**config.mk**
```make
export PLATFORM = sky130hd
export DESIGN_NAME = pwm_timebase
export DESIGN_NICKNAME = d
export VERILOG_FILES = /design/src/verilog/pwm_timebase_pkg.sv /design/src/verilog/pwm_timebase.sv
export SDC_FILE = /design/constraint.sdc
export NUM_CORES = 1
export LEC_CHECK = 0
export BUFFER_PORTS_ARGS = -buffer_cell sky130_fd_sc_hd__buf_2
export CAP_MARGIN = 5
export CORE_MARGIN = 2
export CORE_UTILIZATION = 40
export CTS_CLUSTER_DIAMETER = 40
export CTS_CLUSTER_SIZE = 24
export DETAILED_ROUTE_END_ITERATION = 6
export PLACE_DENSITY_LB_ADDON = 0.1
export SLEW_MARGIN = 20
export SYNTH_ARGS = -nofsm -noshare
export SYNTH_HDL_FRONTEND = slang
export SYNTH_SLANG_ARGS = --single-unit
```
**constraint.sdc**
```tcl
create_clock -name I_SYS_CLK -period 3.9 [get_ports I_SYS_CLK]
set_input_delay 0.195 -clock I_SYS_CLK [delete_from_list [all_inputs] [get_ports I_SYS_CLK]]
set_output_delay 0.195 -clock I_SYS_CLK [all_outputs]
set_load 0.01 [all_outputs]
```
**src/verilog/pwm_timebase_pkg.sv**
```systemverilog
// Constants for the standard single-output pulse-width generator.
package pwm_timebase_pkg;
    // Register byte offsets on the AXI4-Lite bus.
    localparam logic [4:0] OFF_CCP_CONTROL = 5'h00;
    localparam logic [4:0] OFF_DUTY_HIGH = 5'h04;
    localparam logic [4:0] OFF_DUTY_BUFFER = 5'h08;
    localparam logic [4:0] OFF_PERIOD = 5'h0C;
    localparam logic [4:0] OFF_COUNTER = 5'h10;
    localparam logic [4:0] OFF_TIMER_CONTROL = 5'h14;
    localparam logic [4:0] OFF_FLAGS = 5'h18;
    localparam logic [4:0] OFF_ENABLES = 5'h1C;
    // Field positions.
    localparam int DUTY_LOW_LSB = 4;
    localparam int MODE_LSB = 0;
    localparam int PRESCALE_LSB = 0;
    localparam int TIMEBASE_ON_BIT = 2;
    localparam int SLEEP_BIT = 3;
    localparam int PERIOD_MATCH_BIT = 1;
    localparam int PIN_DIR_BIT = 4;
    // Pulse-width mode select code in the low nibble of ccp_control.
    localparam logic [3:0] PWM_MODE_CODE = 4'hC;
    // Reset values.
    localparam logic [7:0] CCP_CONTROL_RST = 8'h00;
    localparam logic [7:0] PERIOD_RST = 8'hFF;
    localparam logic [7:0] TIMER_CONTROL_RST = 8'h00;
    localparam logic [7:0] FLAGS_RST = 8'h00;
    localparam logic [7:0] ENABLES_RST = 8'h00;
    localparam logic [7:0] BYTE_ZERO = 8'h00;
    // Last of the four oscillator phases in one timer increment.
    localparam logic [1:0] QUARTER_LAST = 2'h3;
    // Prescale codes.
    localparam logic [1:0] PRESCALE_1 = 2'h0;
    localparam logic [1:0] PRESCALE_4 = 2'h1;
    // AXI responses.
    localparam logic [1:0] RESP_OKAY = 2'h0;
    localparam logic [1:0] RESP_SLVERR = 2'h2;
endpackage : pwm_timebase_pkg
```
**src/verilog/pwm_timebase.sv**
```systemverilog
// Standard pulse-width generator on an 8-bit period timer with AXI4-Lite registers.
//
// Design decisions made here: the register offsets and the AXI4-Lite interface to the registers.
`timescale 1ns/1ps
////////////////////////////////////////////////////////////////////////////////
module pwm_timebase
    import pwm_timebase_pkg::*;
(
    input wire logic I_SYS_CLK,
    input wire logic I_RST_N,
    input wire logic [31:0] I_AWADDR,
    input wire logic I_AWVALID,
    output logic O_AWREADY,
    input wire logic [31:0] I_WDATA,
    input wire logic [3:0] I_WSTRB,
    input wire logic I_WVALID,
    output logic O_WREADY,
    output logic [1:0] O_BRESP,
    output logic O_BVALID,
    input wire logic I_BREADY,
    input wire logic [31:0] I_ARADDR,
    input wire logic I_ARVALID,
    output logic O_ARREADY,
    output logic [31:0] O_RDATA,
    output logic [1:0] O_RRESP,
    output logic O_RVALID,
    input wire logic I_RREADY,
    output logic O_PWM_OUT_PIN,
    output logic O_PWM_OUT_PIN_OE
);
    logic [7:0] ccp_control;
    logic [7:0] duty_high_bits;
    logic [7:0] duty_buffer;
    logic [1:0] duty_low_latch;
    logic [7:0] period_reg;
    logic [7:0] timebase_counter;
    logic [7:0] timer_control;
    logic [7:0] peripheral_flags;
    logic [7:0] peripheral_enables;
    logic [3:0] prescaler;
    logic [1:0] osc_phase;
    logic pwm_level;
    logic pwm_started;
    logic set_pending;
    logic aw_upper;

    logic aw_held;
    logic w_held;
    logic [4:0] aw_addr;
    logic [31:0] w_data;
    logic [3:0] w_strb;

    logic pwm_mode;
    logic sleeping;
    logic running;
    logic inc_tick;
    logic period_hit;
    logic [1:0] time_low;
    logic [9:0] time_base;
    logic [9:0] duty_live;
    logic [9:0] duty_buf10;
    logic do_write;
    logic wr_byte0;
    logic [7:0] wbyte;

    ////////////////////////////////////////////////////////////////////////////
    // Control decode.
    assign pwm_mode = (ccp_control[MODE_LSB +: 4] == PWM_MODE_CODE);
    assign sleeping = timer_control[SLEEP_BIT];
    assign running = timer_control[TIMEBASE_ON_BIT] && !sleeping;
    assign duty_live = {duty_high_bits, ccp_control[DUTY_LOW_LSB +: 2]};
    assign duty_buf10 = {duty_buffer, duty_low_latch};

    // One timer increment is four oscillator clocks times the prescale ratio.
    always_comb begin
        case (timer_control[PRESCALE_LSB +: 2])
            PRESCALE_1: inc_tick = running && (osc_phase == QUARTER_LAST);
            PRESCALE_4: inc_tick = running && (osc_phase == QUARTER_LAST)
                                   && (prescaler[1:0] == QUARTER_LAST);
            default: inc_tick = running && (osc_phase == QUARTER_LAST)
                                && (prescaler == 4'hF);
        endcase
    end

    // Low time-base bits: oscillator phase at 1:1, the low prescaler bits at 1:4, else the top prescaler bits.
    always_comb begin
        case (timer_control[PRESCALE_LSB +: 2])
            PRESCALE_1: time_low = osc_phase;
            PRESCALE_4: time_low = prescaler[1:0];
            default: time_low = prescaler[3:2];
        endcase
    end
    assign time_base = {timebase_counter, time_low};
    // The postscaler is not part of this path at all.
    assign period_hit = inc_tick && (timebase_counter == period_reg);

    ////////////////////////////////////////////////////////////////////////////
    // AXI4-Lite write channel: address and data are taken in either order.
    assign do_write = aw_held && w_held && !O_BVALID;
    // Addresses above the register window are ignored rather than aliased.
    assign wr_byte0 = do_write && w_strb[0] && !aw_upper;
    assign wbyte = w_data[7:0];

    always_ff @(posedge I_SYS_CLK) begin
        if (!I_RST_N) begin
            aw_held <= 1'b0;
            w_held <= 1'b0;
            aw_addr <= 5'h00;
            aw_upper <= 1'b0;
            w_data <= 32'h00000000;
            w_strb <= 4'h0;
            O_AWREADY <= 1'b0;
            O_WREADY <= 1'b0;
            O_BVALID <= 1'b0;
            O_BRESP <= RESP_OKAY;
        end else begin
            O_AWREADY <= !aw_held && !O_AWREADY && !O_BVALID;
            O_WREADY <= !w_held && !O_WREADY && !O_BVALID;
            if (I_AWVALID && O_AWREADY) begin
                aw_held <= 1'b1;
                aw_addr <= I_AWADDR[4:0];
                aw_upper <= |I_AWADDR[31:5];
                O_AWREADY <= 1'b0;
            end
            if (I_WVALID && O_WREADY) begin
                w_held <= 1'b1;
                w_data <= I_WDATA;
                w_strb <= I_WSTRB;
                O_WREADY <= 1'b0;
            end
            if (do_write) begin
                aw_held <= 1'b0;
                w_held <= 1'b0;
                O_BVALID <= 1'b1;
                O_BRESP <= (aw_addr[1:0] == 2'h0) ? RESP_OKAY : RESP_SLVERR;
            end else if (O_BVALID && I_BREADY) begin
                O_BVALID <= 1'b0;
            end
        end
    end

    // Read channel: one read at a time, unmapped addresses read zero.
    always_ff @(posedge I_SYS_CLK) begin
        if (!I_RST_N) begin
            O_ARREADY <= 1'b0;
            O_RVALID <= 1'b0;
            O_RDATA <= 32'h00000000;
            O_RRESP <= RESP_OKAY;
        end else begin
            O_ARREADY <= !O_ARREADY && !O_RVALID;
            if (I_ARVALID && O_ARREADY) begin
                O_ARREADY <= 1'b0;
                O_RVALID <= 1'b1;
                O_RRESP <= RESP_OKAY;
                // Offset 1F is unmapped, so any high address bit lands in the default.
                case ((|I_ARADDR[31:5]) ? 5'h1F : I_ARADDR[4:0])
                    OFF_CCP_CONTROL: O_RDATA <= {24'h000000, ccp_control};
                    OFF_DUTY_HIGH: O_RDATA <= {24'h000000, duty_high_bits};
                    OFF_DUTY_BUFFER: O_RDATA <= {24'h000000, duty_buffer};
                    OFF_PERIOD: O_RDATA <= {24'h000000, period_reg};
                    OFF_COUNTER: O_RDATA <= {24'h000000, timebase_counter};
                    OFF_TIMER_CONTROL: O_RDATA <= {24'h000000, timer_control};
                    OFF_FLAGS: O_RDATA <= {24'h000000, peripheral_flags};
                    OFF_ENABLES: O_RDATA <= {24'h000000, peripheral_enables};
                    default: begin
                        O_RDATA <= 32'h00000000;
                        O_RRESP <= RESP_SLVERR;
                    end
                endcase
            end else if (O_RVALID && I_RREADY) begin
                O_RVALID <= 1'b0;
            end
        end
    end

    ////////////////////////////////////////////////////////////////////////////
    // Software-written registers.
    always_ff @(posedge I_SYS_CLK) begin
        if (!I_RST_N) begin
            ccp_control <= CCP_CONTROL_RST;
            duty_high_bits <= BYTE_ZERO;
            period_reg <= PERIOD_RST;
            timer_control <= TIMER_CONTROL_RST;
            peripheral_enables <= ENABLES_RST;
        end else if (wr_byte0) begin
            case (aw_addr)
                OFF_CCP_CONTROL: ccp_control <= wbyte;
                OFF_DUTY_HIGH: duty_high_bits <= wbyte;
                OFF_PERIOD: period_reg <= wbyte;
                OFF_TIMER_CONTROL: timer_control <= wbyte;
                OFF_ENABLES: peripheral_enables <= wbyte;
                default: ;
            endcase
        end
    end

    // Peripheral flags: hardware set wins over a software clear in the same cycle.
    always_ff @(posedge I_SYS_CLK) begin
        if (!I_RST_N) begin
            peripheral_flags <= FLAGS_RST;
        end else begin
            if (wr_byte0 && aw_addr == OFF_FLAGS) begin
                peripheral_flags <= wbyte;
            end
            if (period_hit) begin
                peripheral_flags[PERIOD_MATCH_BIT] <= 1'b1;
            end
        end
    end

    ////////////////////////////////////////////////////////////////////////////
    // Time base: oscillator phase, prescaler and 8-bit counter.
    always_ff @(posedge I_SYS_CLK) begin
        if (!I_RST_N) begin
            osc_phase <= 2'h0;
            prescaler <= 4'h0;
            timebase_counter <= BYTE_ZERO;
        end else if (wr_byte0 && aw_addr == OFF_COUNTER) begin
            timebase_counter <= wbyte;
            prescaler <= 4'h0;
        end else if (running) begin
            osc_phase <= osc_phase + 2'h1;
            if (osc_phase == QUARTER_LAST) begin
                prescaler <= prescaler + 4'h1;
            end
            if (period_hit) begin
                timebase_counter <= BYTE_ZERO;
                prescaler <= 4'h0;
            end else if (inc_tick) begin
                timebase_counter <= timebase_counter + 8'h01;
            end
        end
    end

    // Duty double buffer: latched at the end of a period in pulse-width mode, written by software otherwise.
    always_ff @(posedge I_SYS_CLK) begin
        if (!I_RST_N) begin
            duty_buffer <= BYTE_ZERO;
            duty_low_latch <= 2'h0;
        end else if (pwm_mode && period_hit) begin
            duty_buffer <= duty_live[9:2];
            duty_low_latch <= duty_live[1:0];
        end else if (!pwm_mode && wr_byte0 && aw_addr == OFF_DUTY_BUFFER) begin
            duty_buffer <= wbyte;
        end
    end

    ////////////////////////////////////////////////////////////////////////////
    // The set is taken one cycle after the period match, because the clear also lands
    // one cycle after its compare; both edges shift alike and the high time stays exact.
    always_ff @(posedge I_SYS_CLK) begin
        if (!I_RST_N) begin
            set_pending <= 1'b0;
        end else begin
            set_pending <= pwm_mode && period_hit;
        end
    end

    // Output level: set at period start, cleared on the duty match.
    // Waiting for the first match avoids a truncated first waveform.
    always_ff @(posedge I_SYS_CLK) begin
        if (!I_RST_N) begin
            pwm_level <= 1'b0;
            pwm_started <= 1'b0;
        end else if (!pwm_mode) begin
            pwm_level <= 1'b0;
            pwm_started <= 1'b0;
        end else if (set_pending) begin
            pwm_started <= 1'b1;
            pwm_level <= (duty_buf10 != 10'h000);
        end else if (running && pwm_started && time_base == duty_buf10) begin
            pwm_level <= 1'b0;
        end
    end

    // Pin output registered; enabled only in pulse-width mode with direction cleared.
    always_ff @(posedge I_SYS_CLK) begin
        if (!I_RST_N) begin
            O_PWM_OUT_PIN <= 1'b0;
            O_PWM_OUT_PIN_OE <= 1'b0;
        end else begin
            O_PWM_OUT_PIN <= pwm_level;
            O_PWM_OUT_PIN_OE <= pwm_mode && !peripheral_enables[PIN_DIR_BIT];
        end
    end

    ////////////////////////////////////////////////////////////////////////////
    chk_counter_frozen: assert property (@(posedge I_SYS_CLK) disable iff (!I_RST_N)
        sleeping && !wr_byte0 |=> timebase_counter == $past(timebase_counter))
        else $error("Counter moved while asleep.");
    chk_period_flag: assert property (@(posedge I_SYS_CLK) disable iff (!I_RST_N)
        period_hit |=> peripheral_flags[PERIOD_MATCH_BIT])
        else $error("Period flag not set on rollover.");
    chk_rollover_clear: assert property (@(posedge I_SYS_CLK) disable iff (!I_RST_N)
        period_hit && !wr_byte0 |=> timebase_counter == 8'h00)
        else $error("Counter not cleared on period match.");
    chk_duty_latch: assert property (@(posedge I_SYS_CLK) disable iff (!I_RST_N)
        pwm_mode && period_hit |=> duty_buf10 == $past(duty_live))
        else $error("Duty not latched at period end.");
    chk_buffer_locked: assert property (@(posedge I_SYS_CLK) disable iff (!I_RST_N)
        pwm_mode && !period_hit |=> duty_buffer == $past(duty_buffer))
        else $error("Duty buffer changed mid-period.");
    chk_zero_duty: assert property (@(posedge I_SYS_CLK) disable iff (!I_RST_N)
        pwm_mode && period_hit && duty_live == 10'h000 |-> ##2 !pwm_level)
        else $error("Pin set with zero duty.");
    chk_level_set: assert property (@(posedge I_SYS_CLK) disable iff (!I_RST_N)
        pwm_mode && period_hit && duty_live != 10'h000 ##1 pwm_mode |=> pwm_level)
        else $error("Pin not set at period start.");
    chk_match_clear: assert property (@(posedge I_SYS_CLK) disable iff (!I_RST_N)
        pwm_mode && running && pwm_started && !set_pending && time_base == duty_buf10
        |=> !pwm_level)
        else $error("Pin not cleared on duty match.");

    ////////////////////////////////////////////////////////////////////////////
    // Sleep, pin, flag, counter step and duty buffer behaviour.
    chk_pin_follows: assert property (@(posedge I_SYS_CLK) disable iff (!I_RST_N)
        pwm_mode |=> O_PWM_OUT_PIN == $past(pwm_level))
        else $error("Pin does not follow the internal level.");
    chk_level_asleep: assert property (@(posedge I_SYS_CLK) disable iff (!I_RST_N)
        sleeping && pwm_mode && !set_pending |=> pwm_level == $past(pwm_level))
        else $error("Level changed while asleep.");
    chk_counter_step: assert property (@(posedge I_SYS_CLK) disable iff (!I_RST_N)
        inc_tick && !period_hit && !wr_byte0
        |=> timebase_counter == $past(timebase_counter) + 8'h01)
        else $error("Counter did not step by one.");
    chk_flag_sticky: assert property (@(posedge I_SYS_CLK) disable iff (!I_RST_N)
        peripheral_flags[PERIOD_MATCH_BIT] && !(wr_byte0 && aw_addr == OFF_FLAGS)
        |=> peripheral_flags[PERIOD_MATCH_BIT])
        else $error("Period flag cleared without software.");
    chk_dir_release: assert property (@(posedge I_SYS_CLK) disable iff (!I_RST_N)
        peripheral_enables[PIN_DIR_BIT] |=> !O_PWM_OUT_PIN_OE)
        else $error("Pin driven while direction is input.");
    chk_buffer_free: assert property (@(posedge I_SYS_CLK) disable iff (!I_RST_N)
        !pwm_mode && wr_byte0 && aw_addr == OFF_DUTY_BUFFER |=> duty_buffer == $past(wbyte))
        else $error("Duty buffer write lost outside pulse-width mode.");
    chk_reset_pin: assert property (@(posedge I_SYS_CLK)
        !I_RST_N |=> !O_PWM_OUT_PIN_OE && !O_PWM_OUT_PIN)
        else $error("Pin not released by reset.");

    ////////////////////////////////////////////////////////////////////////////
    // Bus answers stand until they are taken; pin release outside pulse-width mode; no tick while the timer is off.
    chk_bvalid_hold: assert property (@(posedge I_SYS_CLK) disable iff (!I_RST_N)
        O_BVALID && !I_BREADY |=> O_BVALID && $stable(O_BRESP))
        else $error("Write response dropped before it was taken.");
    chk_rvalid_hold: assert property (@(posedge I_SYS_CLK) disable iff (!I_RST_N)
        O_RVALID && !I_RREADY |=> O_RVALID && $stable(O_RDATA))
        else $error("Read data dropped before it was taken.");
    chk_pin_release: assert property (@(posedge I_SYS_CLK) disable iff (!I_RST_N)
        !pwm_mode |=> !O_PWM_OUT_PIN_OE)
        else $error("Pin driven outside pulse-width mode.");
    chk_timer_off: assert property (@(posedge I_SYS_CLK) disable iff (!I_RST_N)
        !timer_control[TIMEBASE_ON_BIT] |-> !inc_tick)
        else $error("Timer ticked while off.");
endmodule : pwm_timebase

```
==> results.sh, run 1 <==
export IMPL_crit_path_max_incr_delay_ns=0.58
export IMPL_cts_resized=0
export IMPL_numCtsBuffers=9
export IMPL_grt_max_degree=62
export IMPL_floorplan_initialDensity_pct=41.12
export IMPL_vias=4564
export IMPL_ant_nets=0
export IMPL_fin_cells=867
export IMPL_syn_inst=617
export IMPL_drt_iter0_drc=295
export IMPL_setup_viol=0
export IMPL_grt_pass1_wl_microns=23250
export IMPL_max_clock_freq_mhz=441.9
export IMPL_ios=150
export IMPL_startpoint_type="flip-flop"
export IMPL_dpl_cell_count=851
export IMPL_cts_setup_buffers=0
export IMPL_finClkSkew_ns=0.007824
export IMPL_cts_tree="done"
export IMPL_slowest_stage="nor4_4"
export IMPL_rows=43
export IMPL_critical_path_endpoint_type="flip-flop"
export IMPL_dieArea_sq_mm=0.01530
export IMPL_slew_violations=0
export IMPL_port_buffer_count=96
export IMPL_area_growth_syn_to_layout_pct=12.58
export IMPL_grtUsageTotal_pct=20.17
export IMPL_final_layout_size_suffix_gt1_share_pct=21.83
export IMPL_p_leak_nw=2.615
export IMPL_hold_path_class="in -> reg"
export IMPL_path_class="reg -> reg"
export IMPL_syn_cell_area_sq_mm=0.005729
export IMPL_place_gp_congestion=0.8787
export IMPL_fill_cells=1370
export IMPL_die_height_microns=123.7
export IMPL_powerDensity_mw_per_mm2=351.4
export IMPL_drc=0
export IMPL_maxCapViolCount=0
export IMPL_grt_overflow_total=0
export IMPL_nets=792
export IMPL_vias_per_cell=5.264
export IMPL_ys_flop_type="dfxtp_1"
export IMPL_path_max_fanout=16
export IMPL_ir_drop_uv=324.1
export IMPL_htree_levels=3
export IMPL_cp_required_ns=4.16
export IMPL_tightest_slew_ns=0.7732
export IMPL_ys_warn_count=0
export IMPL_cts_sinks=109
export IMPL_layout_commonest_cell="dfxtp_1"
export IMPL_fin_tns_setup_ns=0
export IMPL_async_flop_share_pct=0
export IMPL_antenna_found_initial=0
export IMPL_worstSkewPairLatency_ns=0.36
export IMPL_wire_per_inst_microns=17.01
export IMPL_grt_setup_unrepaired="no"
export IMPL_cts_root_buf="clkbuf_16"
export IMPL_status="completed"
export IMPL_synth_edf_count=0
export IMPL_hpwl_microns=10750
export IMPL_first_global_vias=4448
export IMPL_n_antenna_cell=0
export IMPL_slew_headroom_pct=48.31
export IMPL_die_w_microns=123.7
export IMPL_cts_clk_slew_worst_paths_ns=0.08
export IMPL_cts_path_max_buffers=2
export IMPL_period_minus_slack_ns=2.263
export IMPL_drt_pass1_iterations=5
export IMPL_avgSynthCellArea_sq_um=9.286
export IMPL_finalCritPeriodShare_pct=58.02
export IMPL_report_final_hold_viol_count=0
export IMPL_coreArea_sq_mm=0.01393
export IMPL_layout_common_cells="dfxtp_1 (109), buf_2 (96), nand2_1 (60)"
export IMPL_synth_cell_types=65
export IMPL_arrival_ns=2.52
export IMPL_ys_seq_elements=109
export IMPL_crit_chain="xor2_2, nor4_4, nand4_4, a31o_1, a22o_1"
export IMPL_seq_area_frac_synth_pct=38.09
export IMPL_hold_buffers=0
export IMPL_routed_wl_microns=14740
metrics by stage:
step	total power, mW	utilization [%]	hold WS, ns	area, sq um	setup slack, ns
floorplan	1.279	-	0.3399	5823	2.118
global placement	1.323	43.99	0.4260	6130	1.673
detailed placement	1.327	43.99	0.4329	6130	1.647
CTS	2.303	46.29	0.06249	6450	1.640
global route	2.364	46.29	0.07803	6450	1.461
finish	2.267	46.29	0.07533	6450	1.637
path summary, 6_finish.rpt:
check	startpoint	end	slack, ns	depth (start not counted)
worst min-delay path	I_AWADDR[2]	aw_addr[2]$_SDFFE_PN0P_	0.08	3
worst min register to register	O_RVALID$_SDFFE_PN0P_	O_ARREADY$_SDFF_PP0_	0.44	1
worst max-delay path	timebase_counter[6]$_SDFFE_PN0P_	duty_buffer[7]$_SDFFE_PN0P_	1.64	5
worst max register to register	timebase_counter[6]$_SDFFE_PN0P_	duty_buffer[7]$_SDFFE_PN0P_	1.64	5
where the power goes:
| group | internal [mW] | switching [mW] |
|---|---|---|
| clock network | 0.514 | 0.453 |
| logic | 0.0691 | 0.0815 |
| registers | 1.13 | 0.0230 |
| total | 1.71 | 0.558 |
synthesized netlist by cell type (7+ instances only):
cell | number | area, sq um
mux2i_1 | 55 | 550.5
a21oi_1 | 21 | 105.1
nor2_1 | 18 | 67.56
xnor2_1 | 9 | 78.83
mux2_2 | 10 | 112.6
buf_2 | 9 | 45.04
a22oi_1 | 8 | 60.06
inv_1 | 8 | 30.03
nor3_1 | 10 | 50.05
nand2_1 | 60 | 225.2
and2_1 | 10 | 62.56
o21ai_0 | 25 | 125.1
clkbuf_1 | 24 | 90.09
buf_4 | 30 | 225.2
a31oi_1 | 7 | 43.79
nor3b_1 | 7 | 52.55
nand3_1 | 25 | 125.1
mux4_2 | 8 | 180.2
nor2b_1 | 48 | 300.3
nor4_1 | 16 | 100.1
xor2_1 | 11 | 96.34
a21boi_0 | 17 | 127.6
dfxtp_1 | 109 | 2182
routing by layer:
layer | vias up | GRT usage [%] | share of wire (%)
met5 | - | 0 | 0
met4 | 0 | 6.108 | 1.3
met3 | 12 | 4.029 | 5.0
met2 | 115 | 33.17 | 48
met1 | 2176 | 26.71 | 46
li1 | 2261 | - | -
logic make-up (layout without fill, tap and decap cells):
kind of cell	after synthesis	in the layout	synth area share, %
muxes	73	73	14.72
other	1	26	0.06545
DFF	109	109	38.09
xor gates and xnor gates	22	22	3.625
buffers and inverters	78	123	8.102
AOI/OAI and AO/OA	105	105	12.32
and+or+nand+nor	226	226	22.43
adders and majority gates	3	3	0.6552
critical path, delay by kind of cell (launching register included):
kind / cells / cell delay (ns)
AND/OR/NAND/NOR: 2 / 0.94
flip-flops: 1 / 0.55
AO/OA/AOI/OAI: 2 / 0.49
XOR/XNOR: 1 / 0.17
final cells by class:
type | count | area, sq um | share of cell area [%]
Multi-Input combinational cell | 455 | 3177 | 49.25
Clock inverter | 7 | 95.09 | 1.474
Inverter | 8 | 30.03 | 0.4656
Clock buffer | 9 | 225.2 | 3.492
Tap cell | 180 | 225.2 | 3.492
Timing Repair Buffer | 99 | 515.5 | 7.992
Sequential cell | 109 | 2182 | 33.83
(Power assumes the default switching activity.)
==> inputs of run 2 (changes only) <==
- ABC_AREA: not set -> 1
- clock period: 3.9 -> 2.3 ns (I/O delays scaled with it)
==> results.sh, run 2 <==
export IMPL_status="completed"
export IMPL_powerDensity_mw_per_mm2=561.2
export IMPL_vias=5598
export IMPL_path_class="reg -> reg"
export IMPL_cp_required_ns=2.50
export IMPL_ys_flop_type="dfxtp_1"
export IMPL_synth_cell_types=43
export IMPL_ant_nets=0
export IMPL_reg2reg_setup_slack_ns=0.23
export IMPL_synthTopCellsByArea="dfxtp_1 (38%), nand2_1 (8.8%), a21oi_1 (6.4%), o21ai_0 (6.0%), nor2_1 (5.7%)"
export IMPL_synth_top_area_cell="dfxtp_1"
export IMPL_drc=0
export IMPL_synth_top_cell_area_share_pct=38.38
export IMPL_grt_pass1_wl_microns=26830
export IMPL_max_clock_freq_mhz=482.4
export IMPL_ir_drop_uv=523.3
export IMPL_vias_per_cell=5.232
export IMPL_rows=43
export IMPL_wire_per_inst_microns=15.89
export IMPL_antenna_found_initial=0
export IMPL_htree_levels=3
export IMPL_grt_max_degree=73
export IMPL_ys_warn_count=0
export IMPL_worstSkewPairLatency_ns=0.35
export IMPL_hpwl_microns=12350
export IMPL_dpl_cell_area_sq_mm=0.006250
export IMPL_numCtsBuffers=9
export IMPL_report_final_hold_viol_count=0
export IMPL_drt_iter0_drc=486
export IMPL_finClkSkew_ns=0.005853
export IMPL_port_buffer_count=96
export IMPL_die_w_microns=123.2
export IMPL_synth_most_common_cell="nand2_1"
export IMPL_slew_headroom_pct=33.21
export IMPL_final_layout_size_suffix_gt1_share_pct=19.33
export IMPL_cts_root_buf="clkbuf_16"
export IMPL_maxCapViolCount=0
export IMPL_syn_cell_area_sq_mm=0.005685
export IMPL_arrival_ns=2.27
export IMPL_floorplan_initialDensity_pct=40.96
export IMPL_cts_sinks=109
export IMPL_syn_inst=794
export IMPL_cts_setup_buffers=0
export IMPL_final_area_sq_mm=0.006519
export IMPL_cts_resized=0
export IMPL_hold_buffers=0
export IMPL_grt_setup_unrepaired="no"
export IMPL_startpoint_type="flip-flop"
export IMPL_layout_commonest_cell="nand2_1"
export IMPL_die_height_microns=123.2
export IMPL_async_flop_share_pct=0
export IMPL_tightest_slew_ns=1.002
export IMPL_routed_wl_microns=17000
export IMPL_period_minus_slack_ns=2.073
export IMPL_layout_common_cells="nand2_1 (134), dfxtp_1 (109), buf_2 (96)"
export IMPL_first_global_vias=5149
export IMPL_drt_pass1_iterations=4
export IMPL_grtUsageTotal_pct=23.09
export IMPL_cts_clk_slew_worst_paths_ns=0.07
export IMPL_dieArea_sq_mm=0.01518
export IMPL_area_growth_syn_to_layout_pct=14.66
export IMPL_p_leak_nw=2.891
export IMPL_synth_common_cells="nand2_1 (134), dfxtp_1 (109), nor2_1 (86), a21oi_1 (73)"
export IMPL_critical_path_endpoint_type="flip-flop"
export IMPL_grt_overflow_total=0
export IMPL_n_antenna_cell=0
export IMPL_finalCritPeriodShare_pct=90.13
export IMPL_ys_seq_elements=109
export IMPL_nets=995
export IMPL_avgSynthCellArea_sq_um=7.161
export IMPL_fin_tns_setup_ns=0
export IMPL_cts_path_max_buffers=2
export IMPL_coreArea_sq_mm=0.01388
export IMPL_slew_violations=0
export IMPL_setup_viol=0
export IMPL_seq_area_frac_synth_pct=38.38
export IMPL_synth_edf_count=0
export IMPL_ios=150
export IMPL_cts_tree="done"
export IMPL_place_gp_congestion=0.9103
export IMPL_hold_path_class="in -> reg"
export IMPL_path_max_fanout=5
-- run 2: changes by cell type after synthesis, sizes merged, moves of 43 or more --
cell / change
nor2b: -48
nor2: +77
mux2i: -55
a21oi: +60
o21ai: +43
inv: +65
nand2: +80
-- run 2: power breakdown --
group | internal, mW | switching, mW | total, mW
Clock | 0.732 | 0.714 | 1.45
Combinational | 0.0938 | 0.182 | 0.276
Sequential | 1.92 | 0.0193 | 1.94
-- run 2: cell type report --
type	count	area, sq um
Clock buffer	10	229.0
Clock inverter	6	40.04
Fill cell	1443	7362
Inverter	77	289.0
Multi-Input combinational cell	574	2938
Sequential cell	109	2182
Tap cell	180	225.2
Timing Repair Buffer	114	615.6
-- run 2: metal layers --
layer	part of all wire [%]	global-route usage [%]	up-vias
met2	46	37.16	225
met3	7.6	6.089	11
met5	0	0	-
li1	-	-	2777
met4	1.0	4.545	0
met1	46	31.29	2585
-- run 2: cell families after synthesis --
group | after synthesis | share of synthesized area, %
and+or+nand+nor | 351 | 29.38
AOI/OAI and AO/OA | 174 | 16.84
buffers and inverters | 136 | 11.60
DFF | 109 | 38.38
xor gates and xnor gates | 20 | 3.081
adders and majority gates | 3 | 0.6603
other | 1 | 0.06596
-- run 2: worst max-delay path, cell delays in order, from the launching register on --
cell and delay [ns]:
dfxtp_1 0.35, inv_1 0.06, nor2_2 0.14, nand2_1 0.15
or3_4 0.39, nor2_1 0.17, nand2_1 0.15, nand2_1 0.25
inv_2 0.10, nand3_1 0.09, a31oi_1 0.08
-- run 2: worst paths after layout --
kind / depth (start not counted) / end / startpoint
max reg2reg: 10 / timebase_counter[6]$_SDFFE_PN0P_ / timer_control[2]$_SDFFE_PN0P_
max: 10 / timebase_counter[6]$_SDFFE_PN0P_ / timer_control[2]$_SDFFE_PN0P_
min: 4 / O_RVALID$_SDFFE_PN0P_ / I_RREADY
min reg2reg: 1 / O_WREADY$_SDFF_PP0_ / w_held$_SDFFE_PP0P_
-- run 2: metrics by stage --
stage	cells	util [%]	hold WS [ns]	setup WS [ns]	power, mW
floorplan	819	-	0.2739	0.6075	2.158
global placement	1054	45.02	0.3612	0.2318	2.246
detailed placement	1054	45.02	0.3735	0.2083	2.256
CTS	1070	46.96	0.001385	0.2396	3.685
global route	1070	46.96	0.01579	0.04206	3.794
finish	1070	46.96	0.01113	0.2271	3.658
==> inputs of run 3 (changes only) <==
- PLACE_DENSITY: not set -> 0.71
- PLACE_DENSITY_LB_ADDON: 0.1 -> not set
==> results.sh, run 3 (synthesis results as in run 2) <==
export IMPL_status="completed"
export IMPL_fill_cells=1364
export IMPL_arrival_ns=2.36
export IMPL_antenna_found_initial=0
export IMPL_crit_path_max_incr_delay_ns=0.39
export IMPL_place_gp_congestion=0.9354
export IMPL_grt_overflow_total=0
export IMPL_multi_input_area_sq_mm=0.002938
export IMPL_cts_resized=0
export IMPL_p_sw_mw=0.9113
export IMPL_path_max_fanout=8
export IMPL_p_leak_nw=2.931
export IMPL_drt_iter0_drc=486
export IMPL_layout_commonest_cell="nand2_1"
export IMPL_vias=5495
export IMPL_layout_common_cells="nand2_1 (134), dfxtp_1 (109), buf_2 (96)"
export IMPL_top_layer="met4"
export IMPL_seq_power_share_pct=49.1
export IMPL_startpoint_type="flip-flop"
export IMPL_report_final_hold_viol_count=0
export IMPL_power_frac_comb_pct=6.9
export IMPL_nets=995
export IMPL_setup_viol=0
export IMPL_crit_buf_inv=2
export IMPL_cp_required_ns=2.53
export IMPL_power_frac_clock_pct=44.0
export IMPL_drt_pass1_iterations=7
export IMPL_fin_tns_setup_ns=0
export IMPL_drc=0
export IMPL_wire_per_inst_microns=14.42
export IMPL_grt_max_degree=46
export IMPL_dieArea_sq_mm=0.01518
export IMPL_period_minus_slack_ns=2.123
export IMPL_die_height_microns=123.2
export IMPL_cts_clk_slew_worst_paths_ns=0.07
export IMPL_vias_per_cell=5.136
export IMPL_p_sw_share_pct=23.10
export IMPL_worstSkewPairLatency_ns=0.35
export IMPL_slew_headroom_pct=41.29
export IMPL_path_common_cell="nor2_1"
export IMPL_cts_root_buf="clkbuf_16"
export IMPL_grt_setup_unrepaired="no"
export IMPL_die_w_microns=123.2
export IMPL_slowest_stage="or3_4"
export IMPL_numCtsBuffers=9
export IMPL_cts_sinks=109
export IMPL_wl_met3_microns=1260
export IMPL_final_area_sq_mm=0.006585
export IMPL_regArea_sq_mm=0.002182
export IMPL_coreArea_sq_mm=0.01388
export IMPL_finClkSkew_ns=0.007317
export IMPL_ant_nets=0
export IMPL_htree_levels=3
export IMPL_finalCritPeriodShare_pct=92.32
export IMPL_cts_tree="done"
export IMPL_rows=43
export IMPL_hold_path_class="in -> reg"
export IMPL_power_internal_mw=3.034
export IMPL_path_class="reg -> reg"
export IMPL_dpl_cell_area_sq_mm=0.006250
export IMPL_critical_path_endpoint_type="flip-flop"
export IMPL_floorplan_initialDensity_pct=40.96
export IMPL_powerDensity_mw_per_mm2=599.1
export IMPL_ir_drop_uv=387.8
export IMPL_grtUsageTotal_pct=20.69
export IMPL_crit_family="simple AND/OR/NAND/NOR gates"
export IMPL_hpwl_microns=11180
export IMPL_routed_wl_microns=15430
export IMPL_cts_path_max_buffers=2
export IMPL_crit_chain="inv_1, nor2_2, nand2_1, or3_4, nor2_1, nand3_2, nand2_2, inv_2, a21oi_1, nor2_1"
export IMPL_hold_buffers=0
export IMPL_area_growth_syn_to_layout_pct=15.82
export IMPL_tightest_slew_ns=0.8805
export IMPL_n_antenna_cell=0
export IMPL_port_buffer_count=96
export IMPL_first_global_vias=4831
export IMPL_cts_setup_buffers=0
export IMPL_maxCapViolCount=0
export IMPL_final_layout_size_suffix_gt1_share_pct=19.33
export IMPL_ios=150
export IMPL_wl_met1_microns=6909
export IMPL_grt_pass1_wl_microns=24380
export IMPL_wl_met2_microns=6841
export IMPL_max_clock_freq_mhz=471.0
export IMPL_slew_violations=0
-- run 3: metal layers --
layer  track usage (%)  vias to the layer above
met3             5.120                       27
met5                 0                        -
li1                  -                     2778
met2             32.18                      228
met4             8.665                        0
met1             27.33                     2462
-- run 3: cell type report --
cell class	count	share of cell area [%]
Timing Repair Buffer	114	9.348
Sequential cell	109	33.14
Clock inverter	4	1.197
Clock buffer	12	3.895
Multi-Input combinational cell	574	44.61
Inverter	77	4.389
Tap cell	180	3.420
-- run 3: path summary, 6_finish.rpt --
check | start | to | slack, ns | depth (start not counted)
hold reg to reg | aw_held$_SDFFE_PP0P_ | O_AWREADY$_SDFF_PP0_ | 0.44 | 1
hold / removal | I_RREADY | O_RVALID$_SDFFE_PN0P_ | 0.01 | 4
setup / recovery | timer_control[2]$_SDFFE_PN0P_ | duty_buffer[1]$_SDFFE_PN0P_ | 0.18 | 10
setup reg to reg | timer_control[2]$_SDFFE_PN0P_ | duty_buffer[1]$_SDFFE_PN0P_ | 0.18 | 10
-- run 3: per-stage QoR --
stage	setup slack (ns)	hold slack, ns	power, mW	std cells	util, %
2_1_floorplan	0.6075	0.2739	2.158	819	-
3_5_place_dp	0.2601	0.3710	2.252	1054	45.02
3_3_place_gp	0.3080	0.3671	2.248	1054	45.02
6_report	0.1767	0.01075	3.945	1070	47.44
4_1_cts	0.2069	0.005035	3.965	1070	47.44
5_1_grt	0.01459	0.02378	4.072	1070	47.44
-- run 3: power groups by stage --
stage / sequential [mW] / combinational [mW] / clock, mW
after floorplan: 1.98 / 0.178 / 0
after global placement: 1.98 / 0.269 / 0
after detailed placement: 1.98 / 0.272 / 0
after CTS: 1.94 / 0.273 / 1.76
after global routing: 1.94 / 0.308 / 1.83
final: 1.94 / 0.273 / 1.74
-- run 3: worst register-to-register path: cells and delay by family, from the launching register on --
family / cells / cell delay, ns
AO/OA/AOI/OAI: 1 / 0.16
buffers and inverters: 2 / 0.16
flip-flops: 1 / 0.37
AND/OR/NAND/NOR: 7 / 1.31
